<file path="src/pic_pkg.sv">
// Package for the priority interrupt controller: register map, fields, resets, codes.
// Assumes a 40 MHz single clock and byte addresses on a 32-bit AXI4-Lite bus.
package pic_pkg;
  localparam int NIRQ = 16;
  localparam int NINT = 8;
  localparam int NSRC = 24;
  localparam int NEXC = 5;
  localparam int NIPR = 6;
  // Register byte offsets
  localparam logic [7:0] OFS_ICTL     = 8'h00;
  localparam logic [7:0] OFS_CPUPC    = 8'h04;
  localparam logic [7:0] OFS_LINE_EN  = 8'h08;
  localparam logic [7:0] OFS_SENSE_HI = 8'h0C;
  localparam logic [7:0] OFS_SENSE_LO = 8'h10;
  localparam logic [7:0] OFS_STAT     = 8'h14;
  localparam logic [7:0] OFS_ROUTE    = 8'h18;
  localparam logic [7:0] OFS_PEND     = 8'h1C;
  localparam logic [2:0] OFS_IPR_BLK  = 3'h1;
  // Field positions
  localparam int ICTL_MODE_LSB = 4;
  localparam int ICTL_NMI_EDGE_SELECT    = 3;
  localparam int CPUPC_ENABLE  = 7;
  localparam int CPUPC_DTC_LSB = 4;
  localparam int CPUPC_AUTO    = 3;
  localparam int CPUPC_LVL_LSB = 0;
  localparam int ROUTE_CPU_TOO = 24;
  // Reset values and writable masks
  localparam logic [7:0]  ICTL_RST    = 8'h00;
  localparam logic [7:0]  ICTL_WMASK  = 8'h38;
  localparam logic [7:0]  CPUPC_RST   = 8'h00;
  localparam logic [15:0] IPR_RST     = 16'h7777;
  localparam logic [15:0] IPR_WMASK   = 16'h7777;
  localparam logic [15:0] LINE_EN_RST = 16'h0000;
  localparam logic [31:0] SENSE_RST   = 32'h00000000;
  localparam logic [24:0] ROUTE_RST   = 25'h0000000;
  // Control modes and sense codes
  localparam logic [1:0] MODE0    = 2'h0;
  localparam logic [1:0] MODE2    = 2'h2;
  localparam logic [1:0] SNS_LOW  = 2'h0;
  localparam logic [1:0] SNS_FALL = 2'h1;
  localparam logic [1:0] SNS_RISE = 2'h2;
  // Vectors and levels
  localparam logic [7:0] VEC_NMI      = 8'h07;
  localparam logic [7:0] VEC_EXC_BASE = 8'h08;
  localparam logic [7:0] VEC_SRC_BASE = 8'h40;
  localparam logic [3:0] LVL_TOP      = 4'h8;
  localparam logic [1:0] RESP_OKAY    = 2'h0;
  localparam logic [1:0] RESP_SLVERR  = 2'h2;
endpackage : pic_pkg

</file>
<file path="src/pic_reg_if.sv">
// Internal register access carrier between the bus slave and the register file.
// Assumes one write and one read strobe per cycle at most.
`timescale 1ns/1ps
`default_nettype none
interface pic_reg_if;
  logic        wr_en;
  logic [7:0]  wr_addr;
  logic [31:0] wr_data;
  logic [3:0]  wr_strb;
  logic        wr_ok;
  logic [7:0]  rd_addr;
  logic [31:0] rd_data;
  logic        rd_ok;
  modport bus  (output wr_en, wr_addr, wr_data, wr_strb, rd_addr, input wr_ok, rd_data, rd_ok);
  modport regs (input wr_en, wr_addr, wr_data, wr_strb, rd_addr, output wr_ok, rd_data, rd_ok);
endinterface : pic_reg_if
`default_nettype wire

</file>
<file path="src/pic_sense.sv">
// Edge or level detector for one interrupt pin.
// Assumes the pin is already synchronous to clock; idle level is high.
`timescale 1ns/1ps
`default_nettype none
module pic_sense (
  // Clock and reset
  input  wire logic       clock,
  input  wire logic       rst,
  // Pin and selection
  input  wire logic       pin,
  input  wire logic [1:0] mode,
  // Detection
  output logic            det
);
  import pic_pkg::*;
  logic prev_q;
  wire  fell = prev_q & ~pin;
  wire  rose = ~prev_q & pin;

  // Previous sample resets high so an idle-high pin gives no false edge
  always_ff @(posedge clock) begin
    if (rst) prev_q <= 1'b1;
    else     prev_q <= pin;
  end

  assign det = (mode == SNS_LOW) ? ~pin : ((fell & mode[0]) | (rose & mode[1]));
endmodule : pic_sense
`default_nettype wire

</file>
<file path="src/pic_axil.sv">
// AXI4-Lite slave front end; turns bus transfers into register strobes.
// Assumes one outstanding write and one outstanding read.
`timescale 1ns/1ps
`default_nettype none
module pic_axil (
  // Clock and reset
  input  wire logic        clock,
  input  wire logic        rst,
  // Write address and data
  input  wire logic        s_axi_awvalid,
  output logic             s_axi_awready,
  input  wire logic [7:0]  s_axi_awaddr,
  input  wire logic        s_axi_wvalid,
  output logic             s_axi_wready,
  input  wire logic [31:0] s_axi_wdata,
  input  wire logic [3:0]  s_axi_wstrb,
  // Write response
  output logic             s_axi_bvalid,
  input  wire logic        s_axi_bready,
  output logic [1:0]       s_axi_bresp,
  // Read
  input  wire logic        s_axi_arvalid,
  output logic             s_axi_arready,
  input  wire logic [7:0]  s_axi_araddr,
  output logic             s_axi_rvalid,
  input  wire logic        s_axi_rready,
  output logic [31:0]      s_axi_rdata,
  output logic [1:0]       s_axi_rresp,
  // Register side
  pic_reg_if.bus           rif
);
  import pic_pkg::*;
  logic        aw_have_q, w_have_q;
  logic [7:0]  awaddr_q;
  logic [31:0] wdata_q;
  logic [3:0]  wstrb_q;

  assign s_axi_awready = ~aw_have_q & ~s_axi_bvalid;
  assign s_axi_wready  = ~w_have_q & ~s_axi_bvalid;
  assign s_axi_arready = ~s_axi_rvalid;
  wire do_wr = aw_have_q & w_have_q & ~s_axi_bvalid;
  wire do_rd = s_axi_arvalid & s_axi_arready;
  assign rif.wr_en   = do_wr;
  assign rif.wr_addr = awaddr_q;
  assign rif.wr_data = wdata_q;
  assign rif.wr_strb = wstrb_q;
  assign rif.rd_addr = s_axi_araddr;

  always_ff @(posedge clock) begin
    if (rst) begin
      aw_have_q <= 1'b0;
      awaddr_q  <= 8'h00;
    end else if (s_axi_awvalid && s_axi_awready) begin
      aw_have_q <= 1'b1;
      awaddr_q  <= s_axi_awaddr;
    end else if (do_wr) aw_have_q <= 1'b0;
  end

  always_ff @(posedge clock) begin
    if (rst) begin
      w_have_q <= 1'b0;
      wdata_q  <= 32'h00000000;
      wstrb_q  <= 4'h0;
    end else if (s_axi_wvalid && s_axi_wready) begin
      w_have_q <= 1'b1;
      wdata_q  <= s_axi_wdata;
      wstrb_q  <= s_axi_wstrb;
    end else if (do_wr) w_have_q <= 1'b0;
  end

  always_ff @(posedge clock) begin
    if (rst) begin
      s_axi_bvalid <= 1'b0;
      s_axi_bresp  <= RESP_OKAY;
    end else if (do_wr) begin
      s_axi_bvalid <= 1'b1;
      s_axi_bresp  <= rif.wr_ok ? RESP_OKAY : RESP_SLVERR;
    end else if (s_axi_bready) s_axi_bvalid <= 1'b0;
  end

  always_ff @(posedge clock) begin
    if (rst) begin
      s_axi_rvalid <= 1'b0;
      s_axi_rdata  <= 32'h00000000;
      s_axi_rresp  <= RESP_OKAY;
    end else if (do_rd) begin
      s_axi_rvalid <= 1'b1;
      s_axi_rdata  <= rif.rd_ok ? rif.rd_data : 32'h00000000;
      s_axi_rresp  <= rif.rd_ok ? RESP_OKAY : RESP_SLVERR;
    end else if (s_axi_rready) s_axi_rvalid <= 1'b0;
  end
endmodule : pic_axil
`default_nettype wire

</file>
<file path="src/pic_ctrl.sv">
// Priority interrupt controller top: registers, line detection, arbitration, vectors.
// Assumes pins synchronous to clock and a CPU that pulses ack while a request shows.
//
// Design decisions made here: the AXI4-Lite interface to the registers and the register offsets.
`timescale 1ns/1ps
`default_nettype none
//Contract
// - mode 00 gates maskables by one mask bit
// - mode 10 uses three-bit mask and levels
// - NMI edge falling at 0, rising at 1
// - control reserved bits read zero, ignore writes
// - NMI highest, accepted regardless of masking
// - five level-8 requests always accepted
// - each line falling, rising, both or level
// - every source gets its own vector
// - enable bit 0 makes CPU lowest
// - three-bit transfer controller priority level
// - auto mode copies CPU mask into level
// - auto mode makes CPU level read-only
// - enabled, CPU level ranks against transfers
// - CPU handling may preempt pending transfers
// - four 3-bit fields, reset 111, gaps zero
// - levels 0 to 7 for non-NMI sources
// - one enable bit per external line
// - requests may start transfers, CPU too
// - disabled line's request is blocked
// - sense codes low, fall, rise, both
module pic_ctrl (
  // Clock and reset
  input  wire logic        clock,
  input  wire logic        rst,
  // AXI4-Lite register bus
  input  wire logic        s_axi_awvalid,
  output logic             s_axi_awready,
  input  wire logic [7:0]  s_axi_awaddr,
  input  wire logic        s_axi_wvalid,
  output logic             s_axi_wready,
  input  wire logic [31:0] s_axi_wdata,
  input  wire logic [3:0]  s_axi_wstrb,
  output logic             s_axi_bvalid,
  input  wire logic        s_axi_bready,
  output logic [1:0]       s_axi_bresp,
  input  wire logic        s_axi_arvalid,
  output logic             s_axi_arready,
  input  wire logic [7:0]  s_axi_araddr,
  output logic             s_axi_rvalid,
  input  wire logic        s_axi_rready,
  output logic [31:0]      s_axi_rdata,
  output logic [1:0]       s_axi_rresp,
  // Interrupt sources
  input  wire logic        nmi_pin,
  input  wire logic [15:0] maskable_ext_lines,
  input  wire logic [7:0]  int_req,
  input  wire logic [4:0]  exc_req,
  // CPU side
  input  wire logic        ccr_mask,
  input  wire logic [2:0]  three_bit_mask,
  output logic             cpu_irq_req,
  output logic [7:0]       cpu_irq_vec,
  output logic [3:0]       cpu_irq_level,
  input  wire logic        cpu_irq_ack,
  // Transfer engines
  output logic [23:0]      xfer_req,
  input  wire logic [23:0] xfer_done,
  input  wire logic [2:0]  dmac_prio,
  output logic             xfer_hold_dtc,
  output logic             xfer_hold_dmac
);
  import pic_pkg::*;

  pic_reg_if rif ();

  pic_axil u_axil (
    .clock         (clock),
    .rst           (rst),
    .s_axi_awvalid (s_axi_awvalid),
    .s_axi_awready (s_axi_awready),
    .s_axi_awaddr  (s_axi_awaddr),
    .s_axi_wvalid  (s_axi_wvalid),
    .s_axi_wready  (s_axi_wready),
    .s_axi_wdata   (s_axi_wdata),
    .s_axi_wstrb   (s_axi_wstrb),
    .s_axi_bvalid  (s_axi_bvalid),
    .s_axi_bready  (s_axi_bready),
    .s_axi_bresp   (s_axi_bresp),
    .s_axi_arvalid (s_axi_arvalid),
    .s_axi_arready (s_axi_arready),
    .s_axi_araddr  (s_axi_araddr),
    .s_axi_rvalid  (s_axi_rvalid),
    .s_axi_rready  (s_axi_rready),
    .s_axi_rdata   (s_axi_rdata),
    .s_axi_rresp   (s_axi_rresp),
    .rif           (rif)
  );

  // Registers
  logic [7:0]  interrupt_control_q;
  logic [7:0]  cpu_priority_control_q;
  logic [15:0] source_priority_levels_q [NIPR];
  logic [15:0] external_line_enable_q;
  logic [31:0] sense_select_q;
  logic [15:0] line_status_flags_q;
  logic [24:0] route_q;
  logic        nmi_flag_q;
  logic        sel_nmi_q;
  logic        sel_src_q;
  logic [4:0]  sel_idx_q;

  function automatic logic [31:0] merge(input logic [31:0] old, input logic [31:0] dat, input logic [31:0] m);
    merge = (old & ~m) | (dat & m);
  endfunction : merge

  // Write decode
  wire [31:0] wmask    = {{8{rif.wr_strb[3]}}, {8{rif.wr_strb[2]}}, {8{rif.wr_strb[1]}}, {8{rif.wr_strb[0]}}};
  wire        wr_al    = rif.wr_en && (rif.wr_addr[1:0] == 2'h0);
  wire        wr_ictl  = wr_al && (rif.wr_addr == OFS_ICTL);
  wire        wr_cpupc = wr_al && (rif.wr_addr == OFS_CPUPC);
  wire        wr_len   = wr_al && (rif.wr_addr == OFS_LINE_EN);
  wire        wr_shi   = wr_al && (rif.wr_addr == OFS_SENSE_HI);
  wire        wr_slo   = wr_al && (rif.wr_addr == OFS_SENSE_LO);
  wire        wr_stat  = wr_al && (rif.wr_addr == OFS_STAT);
  wire        wr_route = wr_al && (rif.wr_addr == OFS_ROUTE);
  wire        wr_ipr_blk = wr_al && (rif.wr_addr[7:5] == OFS_IPR_BLK) && (32'(rif.wr_addr[4:2]) < NIPR);
  wire [2:0]  wr_ipr_idx = rif.wr_addr[4:2];
  assign rif.wr_ok = wr_ictl | wr_cpupc | wr_len | wr_shi | wr_slo | wr_stat | wr_route | wr_ipr_blk
                   | (wr_al && rif.wr_addr == OFS_PEND);

  // Control register; prohibited mode codes leave the mode unchanged
  wire [7:0] ictl_m   = 8'(merge({24'h0, interrupt_control_q}, rif.wr_data, wmask)) & ICTL_WMASK;
  wire [1:0] mode_new = ictl_m[ICTL_MODE_LSB +: 2];
  wire       mode_ok  = (mode_new == MODE0) || (mode_new == MODE2);
  wire [1:0] mode     = interrupt_control_q[ICTL_MODE_LSB +: 2];
  wire       mode2    = (mode == MODE2);
  wire       nmi_edge_select    = interrupt_control_q[ICTL_NMI_EDGE_SELECT];

  always_ff @(posedge clock) begin
    if (rst) interrupt_control_q <= ICTL_RST;
    else if (wr_ictl) interrupt_control_q <= mode_ok ? ictl_m
        : {ictl_m[7:6], mode, ictl_m[3:0]};
  end

  // CPU priority control
  wire       cpue     = cpu_priority_control_q[CPUPC_ENABLE];
  wire       auto_set = cpu_priority_control_q[CPUPC_AUTO];
  wire [2:0] dtc_lvl  = cpu_priority_control_q[CPUPC_DTC_LSB +: 3];
  wire [2:0] cpu_lvl  = cpu_priority_control_q[CPUPC_LVL_LSB +: 3];
  wire [7:0] cpupc_m  = 8'(merge({24'h0, cpu_priority_control_q}, rif.wr_data, wmask));
  wire [2:0] cur_mask = mode2 ? three_bit_mask : {3{ccr_mask}};
  wire [2:0] lvl_next = auto_set ? cur_mask : (wr_cpupc ? cpupc_m[2:0] : cpu_lvl);

  always_ff @(posedge clock) begin
    if (rst) cpu_priority_control_q <= CPUPC_RST;
    else     cpu_priority_control_q <= {(wr_cpupc ? cpupc_m[7:3] : cpu_priority_control_q[7:3]), lvl_next};
  end

  // Priority, enable, sense, routing registers
  always_ff @(posedge clock) begin
    for (int r = 0; r < NIPR; r++) begin
      if (rst) source_priority_levels_q[r] <= IPR_RST;
      else if (wr_ipr_blk && (32'(wr_ipr_idx) == r))
        source_priority_levels_q[r] <= 16'(merge({16'h0, source_priority_levels_q[r]}, rif.wr_data, wmask))
                                       & IPR_WMASK;
    end
  end

  always_ff @(posedge clock) begin
    if (rst) begin
      external_line_enable_q <= LINE_EN_RST;
      sense_select_q         <= SENSE_RST;
      route_q                <= ROUTE_RST;
    end else begin
      if (wr_len) external_line_enable_q <= 16'(merge({16'h0, external_line_enable_q}, rif.wr_data, wmask));
      if (wr_shi) sense_select_q[31:16] <= 16'(merge({16'h0, sense_select_q[31:16]}, rif.wr_data, wmask));
      if (wr_slo) sense_select_q[15:0] <= 16'(merge({16'h0, sense_select_q[15:0]}, rif.wr_data, wmask));
      if (wr_route) route_q <= 25'(merge({7'h0, route_q}, rif.wr_data, wmask));
    end
  end

  // Line detection
  logic [15:0] irq_det;
  logic        nmi_det;
  for (genvar g = 0; g < NIRQ; g++) begin : g_sense
    pic_sense u_sense (
      .clock (clock),
      .rst   (rst),
      .pin   (maskable_ext_lines[g]),
      .mode  (sense_select_q[2*g +: 2]),
      .det   (irq_det[g])
    );
  end
  pic_sense u_nmi (
    .clock (clock),
    .rst   (rst),
    .pin   (nmi_pin),
    .mode  (nmi_edge_select ? SNS_RISE : SNS_FALL),
    .det   (nmi_det)
  );

  // Flags: a detection in the clearing cycle wins over the clear
  wire        ack_ok   = cpu_irq_ack && cpu_irq_req;
  wire        ack_nmi  = ack_ok && sel_nmi_q;
  wire        ack_line = ack_ok && sel_src_q && !sel_idx_q[4];
  wire        cpu_too  = route_q[ROUTE_CPU_TOO];
  wire [15:0] sw_clr   = {16{wr_stat}} & wmask[15:0] & ~rif.wr_data[15:0];
  wire [15:0] ack_clr  = ack_line ? (16'h0001 << sel_idx_q[3:0]) : 16'h0000;
  wire [15:0] done_clr = xfer_done[15:0] & route_q[15:0] & {16{~cpu_too}};

  always_ff @(posedge clock) begin
    if (rst) begin
      line_status_flags_q <= 16'h0000;
      nmi_flag_q          <= 1'b0;
    end else begin
      line_status_flags_q <= irq_det | (line_status_flags_q & ~(sw_clr | ack_clr | done_clr));
      nmi_flag_q          <= nmi_det | (nmi_flag_q & ~ack_nmi);
    end
  end

  // Source pending and routing
  wire [23:0] src_pend = {int_req, line_status_flags_q & external_line_enable_q};
  wire [23:0] to_cpu   = src_pend & (~route_q[23:0] | {24{cpu_too}});
  wire [23:0] to_xfer  = src_pend & route_q[23:0];

  // Arbitration among maskable sources
  logic       best_ok;
  logic [2:0] best_lvl;
  logic [4:0] best_idx;
  logic [2:0] exc_idx;
  always_comb begin
    best_ok  = 1'b0;
    best_lvl = 3'h0;
    best_idx = 5'h00;
    for (int i = 0; i < NSRC; i++) begin
      logic [2:0] lv;
      lv = source_priority_levels_q[i / 4][4 * (i % 4) +: 3];
      if (to_cpu[i] && (mode2 ? (lv > three_bit_mask) : !ccr_mask)
          && (!best_ok || (mode2 && lv > best_lvl))) begin
        best_ok  = 1'b1;
        best_lvl = mode2 ? lv : 3'h0;
        best_idx = 5'(i);
      end
    end
  end

  always_comb begin
    exc_idx = 3'h0;
    for (int e = NEXC - 1; e >= 0; e--) begin
      if (exc_req[e]) exc_idx = 3'(e);
    end
  end

  // Presented request, NMI first, then level-8 requests
  wire       any_req  = nmi_flag_q | (|exc_req) | best_ok;
  wire [7:0] vec_next = nmi_flag_q ? VEC_NMI
                      : (|exc_req) ? (VEC_EXC_BASE + {5'h00, exc_idx})
                      : (VEC_SRC_BASE + {3'h0, best_idx});
  wire [3:0] lvl_out  = (nmi_flag_q || (|exc_req)) ? LVL_TOP : {1'b0, best_lvl};

  always_ff @(posedge clock) begin
    if (rst) begin
      cpu_irq_req   <= 1'b0;
      cpu_irq_vec   <= 8'h00;
      cpu_irq_level <= 4'h0;
      sel_nmi_q     <= 1'b0;
      sel_src_q     <= 1'b0;
      sel_idx_q     <= 5'h00;
    end else begin
      cpu_irq_req   <= any_req && !ack_ok;
      cpu_irq_vec   <= vec_next;
      cpu_irq_level <= lvl_out;
      sel_nmi_q     <= nmi_flag_q;
      sel_src_q     <= !nmi_flag_q && !(|exc_req) && best_ok;
      sel_idx_q     <= best_idx;
    end
  end

  // Transfer activation and CPU-versus-transfer holds; equal levels let the transfer run
  always_ff @(posedge clock) begin
    if (rst) begin
      xfer_req       <= 24'h000000;
      xfer_hold_dtc  <= 1'b0;
      xfer_hold_dmac <= 1'b0;
    end else begin
      xfer_req       <= to_xfer & ~xfer_done;
      xfer_hold_dtc  <= cpue && (cpu_lvl > dtc_lvl);
      xfer_hold_dmac <= cpue && (cpu_lvl > dmac_prio);
    end
  end

  // Read decode
  wire [2:0]  rd_ipr_idx = rif.rd_addr[4:2];
  wire        rd_al      = rif.rd_addr[1:0] == 2'h0;
  wire        rd_ipr     = rd_al && (rif.rd_addr[7:5] == OFS_IPR_BLK) && (32'(rd_ipr_idx) < NIPR);
  wire [15:0] ipr_rd     = rd_ipr ? source_priority_levels_q[rd_ipr_idx] : 16'h0000;
  wire [31:0] pend_rd    = {19'h0, cpu_irq_req, cpu_irq_level, cpu_irq_vec};
  assign rif.rd_data = !rd_al ? 32'h00000000
                     : (rif.rd_addr == OFS_ICTL)     ? {24'h0, interrupt_control_q}
                     : (rif.rd_addr == OFS_CPUPC)    ? {24'h0, cpu_priority_control_q}
                     : (rif.rd_addr == OFS_LINE_EN)  ? {16'h0, external_line_enable_q}
                     : (rif.rd_addr == OFS_SENSE_HI) ? {16'h0, sense_select_q[31:16]}
                     : (rif.rd_addr == OFS_SENSE_LO) ? {16'h0, sense_select_q[15:0]}
                     : (rif.rd_addr == OFS_STAT)     ? {15'h0, nmi_flag_q, line_status_flags_q}
                     : (rif.rd_addr == OFS_ROUTE)    ? {7'h0, route_q}
                     : (rif.rd_addr == OFS_PEND)     ? pend_rd
                     : {16'h0, ipr_rd};
  assign rif.rd_ok = rd_al && (rd_ipr || rif.rd_addr <= OFS_PEND);
endmodule : pic_ctrl
`default_nettype wire

</file>
<file path="config.mk">
export PLATFORM = sky130hd
export DESIGN_NAME = pic_ctrl
export DESIGN_NICKNAME = d
export VERILOG_FILES = /design/src/pic_pkg.sv /design/src/pic_reg_if.sv /design/src/pic_sense.sv /design/src/pic_axil.sv /design/src/pic_ctrl.sv
export SDC_FILE = /design/constraint.sdc
export NUM_CORES = 1
export LEC_CHECK = 0
export CELL_PAD_IN_SITES_DETAIL_PLACEMENT = 0
export CELL_PAD_IN_SITES_GLOBAL_PLACEMENT = 1
export CORE_ASPECT_RATIO = 1.1
export CORE_UTILIZATION = 44
export DETAILED_ROUTE_END_ITERATION = 10
export DONT_BUFFER_PORTS = 1
export PLACE_DENSITY_LB_ADDON = 0.1
export SYNTH_ARGS = -nofsm -noshare
export SYNTH_HDL_FRONTEND = slang
export SYNTH_SLANG_ARGS = --single-unit
</file>
<file path="constraint.sdc">
create_clock -name clock -period 36.4 [get_ports clock]
set_input_delay 3.64 -clock clock [delete_from_list [all_inputs] [get_ports clock]]
set_output_delay 3.64 -clock clock [all_outputs]
set_load 0.02 [all_outputs]
</file>
==> flow_summary.ini, run 1 <==
[timing]
worst_skew_ns = 0.0233
final_critical_path_setup_slack_ns = -0.260
maxSlewViolCount = 0
hold-worst-slack_ns = 0.454
rsz0062_at_grt = yes
setup_tns_ns = -1.76
slew_headroom_pct = 18.7
final_hold_viol_count = 0
fmax_mhz = 27.3
setup_viol_count_final = 10
layout_worst_path_cycle_share_pct = 101
final_period_minus_worst_setup_slack_ns = 36.66
tightestPinTransition_ns = 1.22

[hold_path]
timing.hold.worst.start = u_axil.rif.wr_data[16]$_SDFFE_PP0P_
path_type_of_the_worst_min_delay_path = register to register
hold-path-cell-count = 2

[route]
number_of_design_rule_violations_left_by_the_first_detailed_router_iteration = 1765
post_route_wl_um = 72200
avgRoutedWirePerCell_um = 22.9
routed_via_count_divided_by_cell_count = 6.08
vias = 19160
total_iterations_of_the_first_detailed_routing_run = 6
drc_errors = 0
antenna_left = 0

[global_routing]
grt.busiest_layer = met2
globalRouteMet2Util_pct = 53.2
globalRouteMet3Util_pct = 4.62
grt_use_met1_pct = 39.6
grt_use_total_pct = 31.2
grt_start_max_net_pins = 236
grt_first_pass_wirelength_um = 109000
grt_antenna_before_repair = 0
globalRoute.totalOverflow = 0
first_global_vias = 18226

[floorplanning]
start_util_pct = 45.0
std_cell_rows = 79
core_region_area_um2 = 42700
design.die.area_um2 = 44600
boundaryPins = 201
die_h_um = 221
die_w_um = 201

[logic_synthesis]
postSynth.asyncResetShare_pct = 0
yosys_warnings = 0
synthesis.instances = 2401
synth-seq-area-share_pct = 35.2
dominantRegCellSynth = sky130_fd_sc_hd__dfxtp_1
mapped_area_um2 = 19200
post_synth_num_cell_types = 107
ys_seq_elements = 302
mapped_avg_cell_area_um2 = 8.01
synth_edf_count = 72

[worst_setup_path]
crit_path_start_kind = input pin
timing.critical_path.arrival_ns = 37.14
required_worst_endpoint_ns = 36.88
cp-end-kind = register
worst-setup-path-type = input pin to register
timing.rr.start = source_priority_levels_q[0][2]$_SDFFCE_PN1P_
setup.reg_to_reg.worst_slack_ns = 2.36
cpMaxStageDelayCell = sky130_fd_sc_hd__or4_4
worst_case_reg_to_reg_path_depth = 196
cpMostUsedCell = sky130_fd_sc_hd__ha_4
crit_path_max_fanout = 5
slowest_delay_ns = 0.50
r2r-end = cpu_irq_vec[3]$_SDFF_PP0_

[layout]
area_delta_synth_final_pct = 22.2
stdcell_area_um2 = 23500
antenna_cells_inserted = 0
fin_util_pct = 55.1
num-nets-final = 2799
post_route_cells_drive_above_1_share_pct = 20.9
nFillCells = 4041

[place]
gpl.final_weighted_congestion = 0.920
place.detailed.hpwl_um = 52700
numPortBuffers = 0
placement.cell_area_um2 = 20800

[pwr]
power.clock.fraction_pct = 46.2
power.share.switching_pct = 24.7
switchingPower_w = 0.000189
internal_power_w = 0.000576
peakVddDrop_mv = 0.0458
proportion_of_power_drawn_by_combinational_gates_pct = 6.8
leakagePower_nw = 8.68
pwr-share-seq_pct = 47.0
powerDensity_nw_per_um2 = 32.5

[clocking]
tritoncts_clock_tree = done
worst_skew_pair.late_latency_ns = 0.55
cts_max_level = 2
max-clock-path-buffers = 3
cts_inserted_buffers = 34
root_buffer = sky130_fd_sc_hd__clkbuf_16
clkTransAtPathRegs_ns = 0.06
cts.sink_count = 302
holdBufCountCts = 0

[status]
outcome = finished with violations
violations_in_the_final_reports = setup timing

[flow_run]
timing.max_cap.violations = 0
area by class of cell:
type / count / area [um^2] / area share [%]
multi-input cells: 1888 / 12700 / 54.0
flip-flops and latches: 302 / 6770 / 28.8
repair buffers: 239 / 1830 / 7.77
clock buffers: 46 / 946 / 4.02
well taps: 567 / 709 / 3.02
inverters: 94 / 360 / 1.53
clock inverters: 15 / 200 / 0.851
critical path: cells and delay by family:
family / cells / cell delay [ns]
compound gates: 85 / 14.25
fa+ha+maj: 25 / 6.80
simple gates: 65 / 9.12
mux: 5 / 1.50
buf+inv: 17 / 1.67
cell usage after synthesis, types with 25 or more instances:
cell type	number	area share, %
sky130_fd_sc_hd__inv_1	94	1.8
sky130_fd_sc_hd__o211ai_1	47	1.8
sky130_fd_sc_hd__nor2_1	191	3.7
sky130_fd_sc_hd__nor2b_1	45	1.5
sky130_fd_sc_hd__a21oi_1	255	6.6
sky130_fd_sc_hd__a21o_1	27	1.1
sky130_fd_sc_hd__o21a_1	27	1.1
sky130_fd_sc_hd__clkbuf_1	97	1.9
sky130_fd_sc_hd__a22oi_1	26	1.0
sky130_fd_sc_hd__edfxtp_1	72	11
sky130_fd_sc_hd__nand2_1	444	8.7
sky130_fd_sc_hd__a31oi_1	39	1.3
sky130_fd_sc_hd__or2_2	28	0.91
sky130_fd_sc_hd__nor3_1	46	1.2
sky130_fd_sc_hd__and2_1	25	0.81
sky130_fd_sc_hd__nand2b_1	56	1.8
sky130_fd_sc_hd__ha_1	119	7.7
sky130_fd_sc_hd__o21ai_0	100	2.6
sky130_fd_sc_hd__dfxtp_1	230	24
sky130_fd_sc_hd__nand3_1	65	1.7
per-stage QoR:
stage                     setup WS [ns]  power, W  cells
after detailed placement          -1.36  0.000416   2999
after global placement           -0.910  0.000415   2999
after CTS                        0.0246  0.000768   3119
after floorplan                  -0.111  0.000404   2411
after global routing              -2.04  0.000789   3151
final                            -0.260  0.000765   3151
what timing repair did:
action | in CTS | in global routing
endpoints found under the setup margin | 13 | 13
buffers inserted | 59 | 35
pin swaps | 80 | 132
gates resized for setup | 45 | 111
cell families (layout without fill, tap and decap cells):
logic type	count (synthesis)	count (layout)	share of synthesized area, %
other	1	11	0.0195
muxes	34	34	2.69
buffers and inverters	221	394	4.62
adders and majority gates	123	123	7.97
and+or+nand+nor	999	999	24.2
DFF	302	302	35.2
AOI/OAI and AO/OA	721	721	25.3
cells in the final DEF (no fill, tap or decap), types with 20 or more instances in the layout:
| cell | n |
|---|---|
| sky130_fd_sc_hd__ha_4 | 21 |
| sky130_fd_sc_hd__a21o_1 | 27 |
| sky130_fd_sc_hd__nor2_1 | 172 |
| sky130_fd_sc_hd__o21a_1 | 26 |
| sky130_fd_sc_hd__nand2b_1 | 55 |
| sky130_fd_sc_hd__o211ai_1 | 47 |
| sky130_fd_sc_hd__or2_2 | 23 |
| sky130_fd_sc_hd__clkbuf_16 | 34 |
| sky130_fd_sc_hd__o21ai_0 | 85 |
| sky130_fd_sc_hd__inv_1 | 86 |
| sky130_fd_sc_hd__dfxtp_1 | 230 |
| sky130_fd_sc_hd__nor2b_1 | 43 |
| sky130_fd_sc_hd__edfxtp_1 | 72 |
| sky130_fd_sc_hd__ha_1 | 94 |
| sky130_fd_sc_hd__a22oi_1 | 24 |
| sky130_fd_sc_hd__nand2_1 | 434 |
| sky130_fd_sc_hd__o22a_1 | 20 |
| sky130_fd_sc_hd__buf_4 | 230 |
| sky130_fd_sc_hd__nand3_1 | 63 |
| sky130_fd_sc_hd__and2_1 | 22 |
| sky130_fd_sc_hd__a31oi_1 | 32 |
| sky130_fd_sc_hd__a21oi_1 | 243 |
| sky130_fd_sc_hd__nor3_1 | 38 |
power by group through the flow:
| stage | logic [W] | clock network (W) | registers, W |
|---|---|---|---|
| 3_3_place_gp | 0.0000483 | 0 | 0.000366 |
| 5_1_grt | 0.0000576 | 0.000372 | 0.000360 |
| 3_5_place_dp | 0.0000497 | 0 | 0.000366 |
| 4_1_cts | 0.0000509 | 0.000358 | 0.000359 |
| 2_1_floorplan | 0.0000427 | 0 | 0.000361 |
| 6_report | 0.0000521 | 0.000353 | 0.000359 |
layer usage:
layer | vias to the layer above | routed length (um)
met5 | - | 0
met4 | 0 | 3250
met3 | 176 | 5100
met2 | 776 | 34200
met1 | 9224 | 29600
li1 | 8984 | -
worst max-delay path by stage:
stage | slack [ns] | start | cells past startpoint | end
6_report | -0.26 | three_bit_mask[2] | 197 | cpu_irq_vec[3]$_SDFF_PP0_
5_1_grt | -2.04 | three_bit_mask[1] | 197 | cpu_irq_vec[3]$_SDFF_PP0_
4_1_cts | 0.02 | three_bit_mask[2] | 194 | cpu_irq_vec[2]$_SDFF_PP0_
3_5_place_dp | -1.36 | three_bit_mask[1] | 194 | cpu_irq_vec[4]$_SDFF_PP0_
3_3_place_gp | -0.91 | three_bit_mask[2] | 186 | cpu_irq_vec[3]$_SDFF_PP0_
2_1_floorplan | -0.11 | three_bit_mask[2] | 191 | cpu_irq_vec[3]$_SDFF_PP0_
Power figures use the tool's default switching activity.
==> run 2, diff against run 1 <==
==> constraint.sdc (replaced) <==
create_clock -name clock -period 36.4 [get_ports clock]
set_input_delay 5.46 -clock clock [delete_from_list [all_inputs] [get_ports clock]]
set_output_delay 5.46 -clock clock [all_outputs]
set_load 0.02 [all_outputs]
==> run 2 against run 1 <==
The flow still finishes with violations (setup timing). Global-route usage is essentially flat. Register-to-register slack better by 0.46 ns. Combinational power is 2% higher. First-iteration DRC count is 3.5% lower. Clock skew fell by 0.014 ns. Sequential power is essentially flat. Die area did not move.
==> flow_summary.ini, run 2 (synthesized netlist as in run 1, its figures left out) <==
[timing]
setup_viol_count_final = 13
tightestPinTransition_ns = 1.21
layout_worst_path_cycle_share_pct = 104
fmax_mhz = 26.4
final_critical_path_setup_slack_ns = -1.52
worst_skew_ns = 0.00967
slew_headroom_pct = 19.2
final_period_minus_worst_setup_slack_ns = 37.92
final_hold_viol_count = 0
maxSlewViolCount = 0
hold-worst-slack_ns = 0.457
rsz0062_at_grt = yes

[pwr]
pwr-share-seq_pct = 49.9
peakVddDrop_mv = 0.0442
internal_power_w = 0.000539
leakagePower_nw = 8.64
power.share.switching_pct = 25.0
switchingPower_w = 0.000180
power_w = 0.000719
powerDensity_nw_per_um2 = 30.7
power.clock.fraction_pct = 42.7
proportion_of_power_drawn_by_combinational_gates_pct = 7.4

[clocking]
tritoncts_clock_tree = done
cts_inserted_buffers = 31
max-clock-path-buffers = 3
worst_skew_pair.late_latency_ns = 0.57
cts_max_level = 1
clkTransAtPathRegs_ns = 0.06
root_buffer = sky130_fd_sc_hd__clkbuf_16
holdBufCountCts = 0
cts.sink_count = 302

[global_routing]
grt_start_max_net_pins = 236
grt_antenna_before_repair = 0
globalRoute.totalOverflow = 0
grt_use_total_pct = 31.3
first_global_vias = 18133
grt_first_pass_wirelength_um = 109000

[worst_setup_path]
required_worst_endpoint_ns = 36.90
crit_path_start_kind = input pin
r2r-end = cpu_irq_level[0]$_SDFF_PP0_
cp-end-kind = register
crit_path_max_fanout = 4
slowest_delay_ns = 0.54
crit_end = cpu_irq_level[0]$_SDFF_PP0_
timing.critical_path.arrival_ns = 38.43
cpMostUsedCell = sky130_fd_sc_hd__ha_4
worst-setup-path-type = input pin to register
cpMaxStageDelayCell = sky130_fd_sc_hd__or4_4
setup.reg_to_reg.worst_slack_ns = 2.82
critical_path.startpoint = three_bit_mask[2]
worst_case_reg_to_reg_path_depth = 191
timing.rr.start = interrupt_control_q[4]$_SDFFE_PP0P_

[layout]
antenna_cells_inserted = 0
num-nets-final = 2806
layout_commonest_cell = sky130_fd_sc_hd__nand2_1
mostFrequentLayoutCells = sky130_fd_sc_hd__nand2_1 (435), sky130_fd_sc_hd__a21oi_1 (244), sky130_fd_sc_hd__buf_4 (239)
post_route_cells_drive_above_1_share_pct = 21.0
fin_util_pct = 54.8
post_layout_nonfiller_instances = 3157
area_delta_synth_final_pct = 21.6

[floorplanning]
core_region_area_um2 = 42700
start_util_pct = 45.0
die_w_um = 201
die_h_um = 221
boundaryPins = 201
design.die.area_um2 = 44600
std_cell_rows = 79

[place]
place.detailed.hpwl_um = 53600
placement.setup.worst_slack_ns = -3.25
numPortBuffers = 0
placed_cells = 3026
gpl.final_weighted_congestion = 0.916

[route]
total_iterations_of_the_first_detailed_routing_run = 8
routed_via_count_divided_by_cell_count = 6.02
number_of_design_rule_violations_left_by_the_first_detailed_router_iteration = 1704
avgRoutedWirePerCell_um = 22.8
vias = 19016
post_route_wl_um = 72000
drc_errors = 0
antenna_left = 0

[flow_run]
timing.max_cap.violations = 0

[status]
violations_in_the_final_reports = setup timing
outcome = finished with violations

[hold_path]
path_type_of_the_worst_min_delay_path = register to register
hold-path-cell-count = 2
run 2: repair_timing:
action                     4_1_cts  5_1_grt
setup endpoints to repair       13       13
gates cloned                     0        0
setup buffers                   51       25
pin swaps                      105       64
gates resized for setup         68       69
run 2: layout make-up:
class | instances | area [um^2]
clock buffer | 46 | 893
clock inverter | 11 | 62.6
fill | 4056 | 19300
inverter | 94 | 360
multi-input combinational | 1888 | 12700
sequential | 302 | 6770
tap | 567 | 709
timing repair buffer | 249 | 1910
run 2: power groups by stage:
stage | clock network (W) | registers, W | logic [W]
4_1_cts | 0.000310 | 0.000359 | 0.0000520
6_report | 0.000307 | 0.000359 | 0.0000531
2_1_floorplan | 0 | 0.000361 | 0.0000427
3_3_place_gp | 0 | 0.000366 | 0.0000489
3_5_place_dp | 0 | 0.000366 | 0.0000505
5_1_grt | 0.000324 | 0.000359 | 0.0000581
run 2: worst min-delay path by stage:
stage	slack, ns	start	end
global placement	0.44	u_axil.rif.wr_data[23]$_SDFFE_PP0P_	u_axil.rif.wr_data[23]$_SDFFE_PP0P_
floorplan	0.44	u_axil.rif.wr_addr[7]$_SDFFE_PP0P_	u_axil.rif.wr_addr[7]$_SDFFE_PP0P_
detailed placement	0.44	u_axil.rif.wr_data[22]$_SDFFE_PP0P_	u_axil.rif.wr_data[22]$_SDFFE_PP0P_
CTS	0.45	u_axil.rif.wr_data[22]$_SDFFE_PP0P_	u_axil.rif.wr_data[22]$_SDFFE_PP0P_
global route	0.47	u_axil.rif.wr_data[22]$_SDFFE_PP0P_	u_axil.rif.wr_data[22]$_SDFFE_PP0P_
finish	0.46	u_axil.rif.wr_addr[0]$_SDFFE_PP0P_	u_axil.rif.wr_addr[0]$_SDFFE_PP0P_
run 2: worst max-delay path, delay by kind of cell:
kind            cells  cell delay (ns)
buf+inv            15             1.47
fa+ha+maj          26             6.79
compound gates     85            13.90
simple gates       63             9.14
mux                 5             1.62
run 2: layer usage:
| metal | GRT usage, % | vias up | part of all wire, % |
|---|---|---|---|
| met5 | 0 | - | 0 |
| met4 | 10.0 | 0 | 3.4 |
| met3 | 4.30 | 121 | 7.4 |
| met2 | 53.3 | 757 | 48 |
| met1 | 40.6 | 9152 | 41 |
| li1 | - | 8986 | - |
run 2: through the flow:
stage	area, um^2	TNS [ns]
floorplan	19700	-20.12
global placement	21100	-34.71
detailed placement	21100	-40.97
CTS	22800	-17.15
global route	23400	-40.68
finish	23400	-18.25
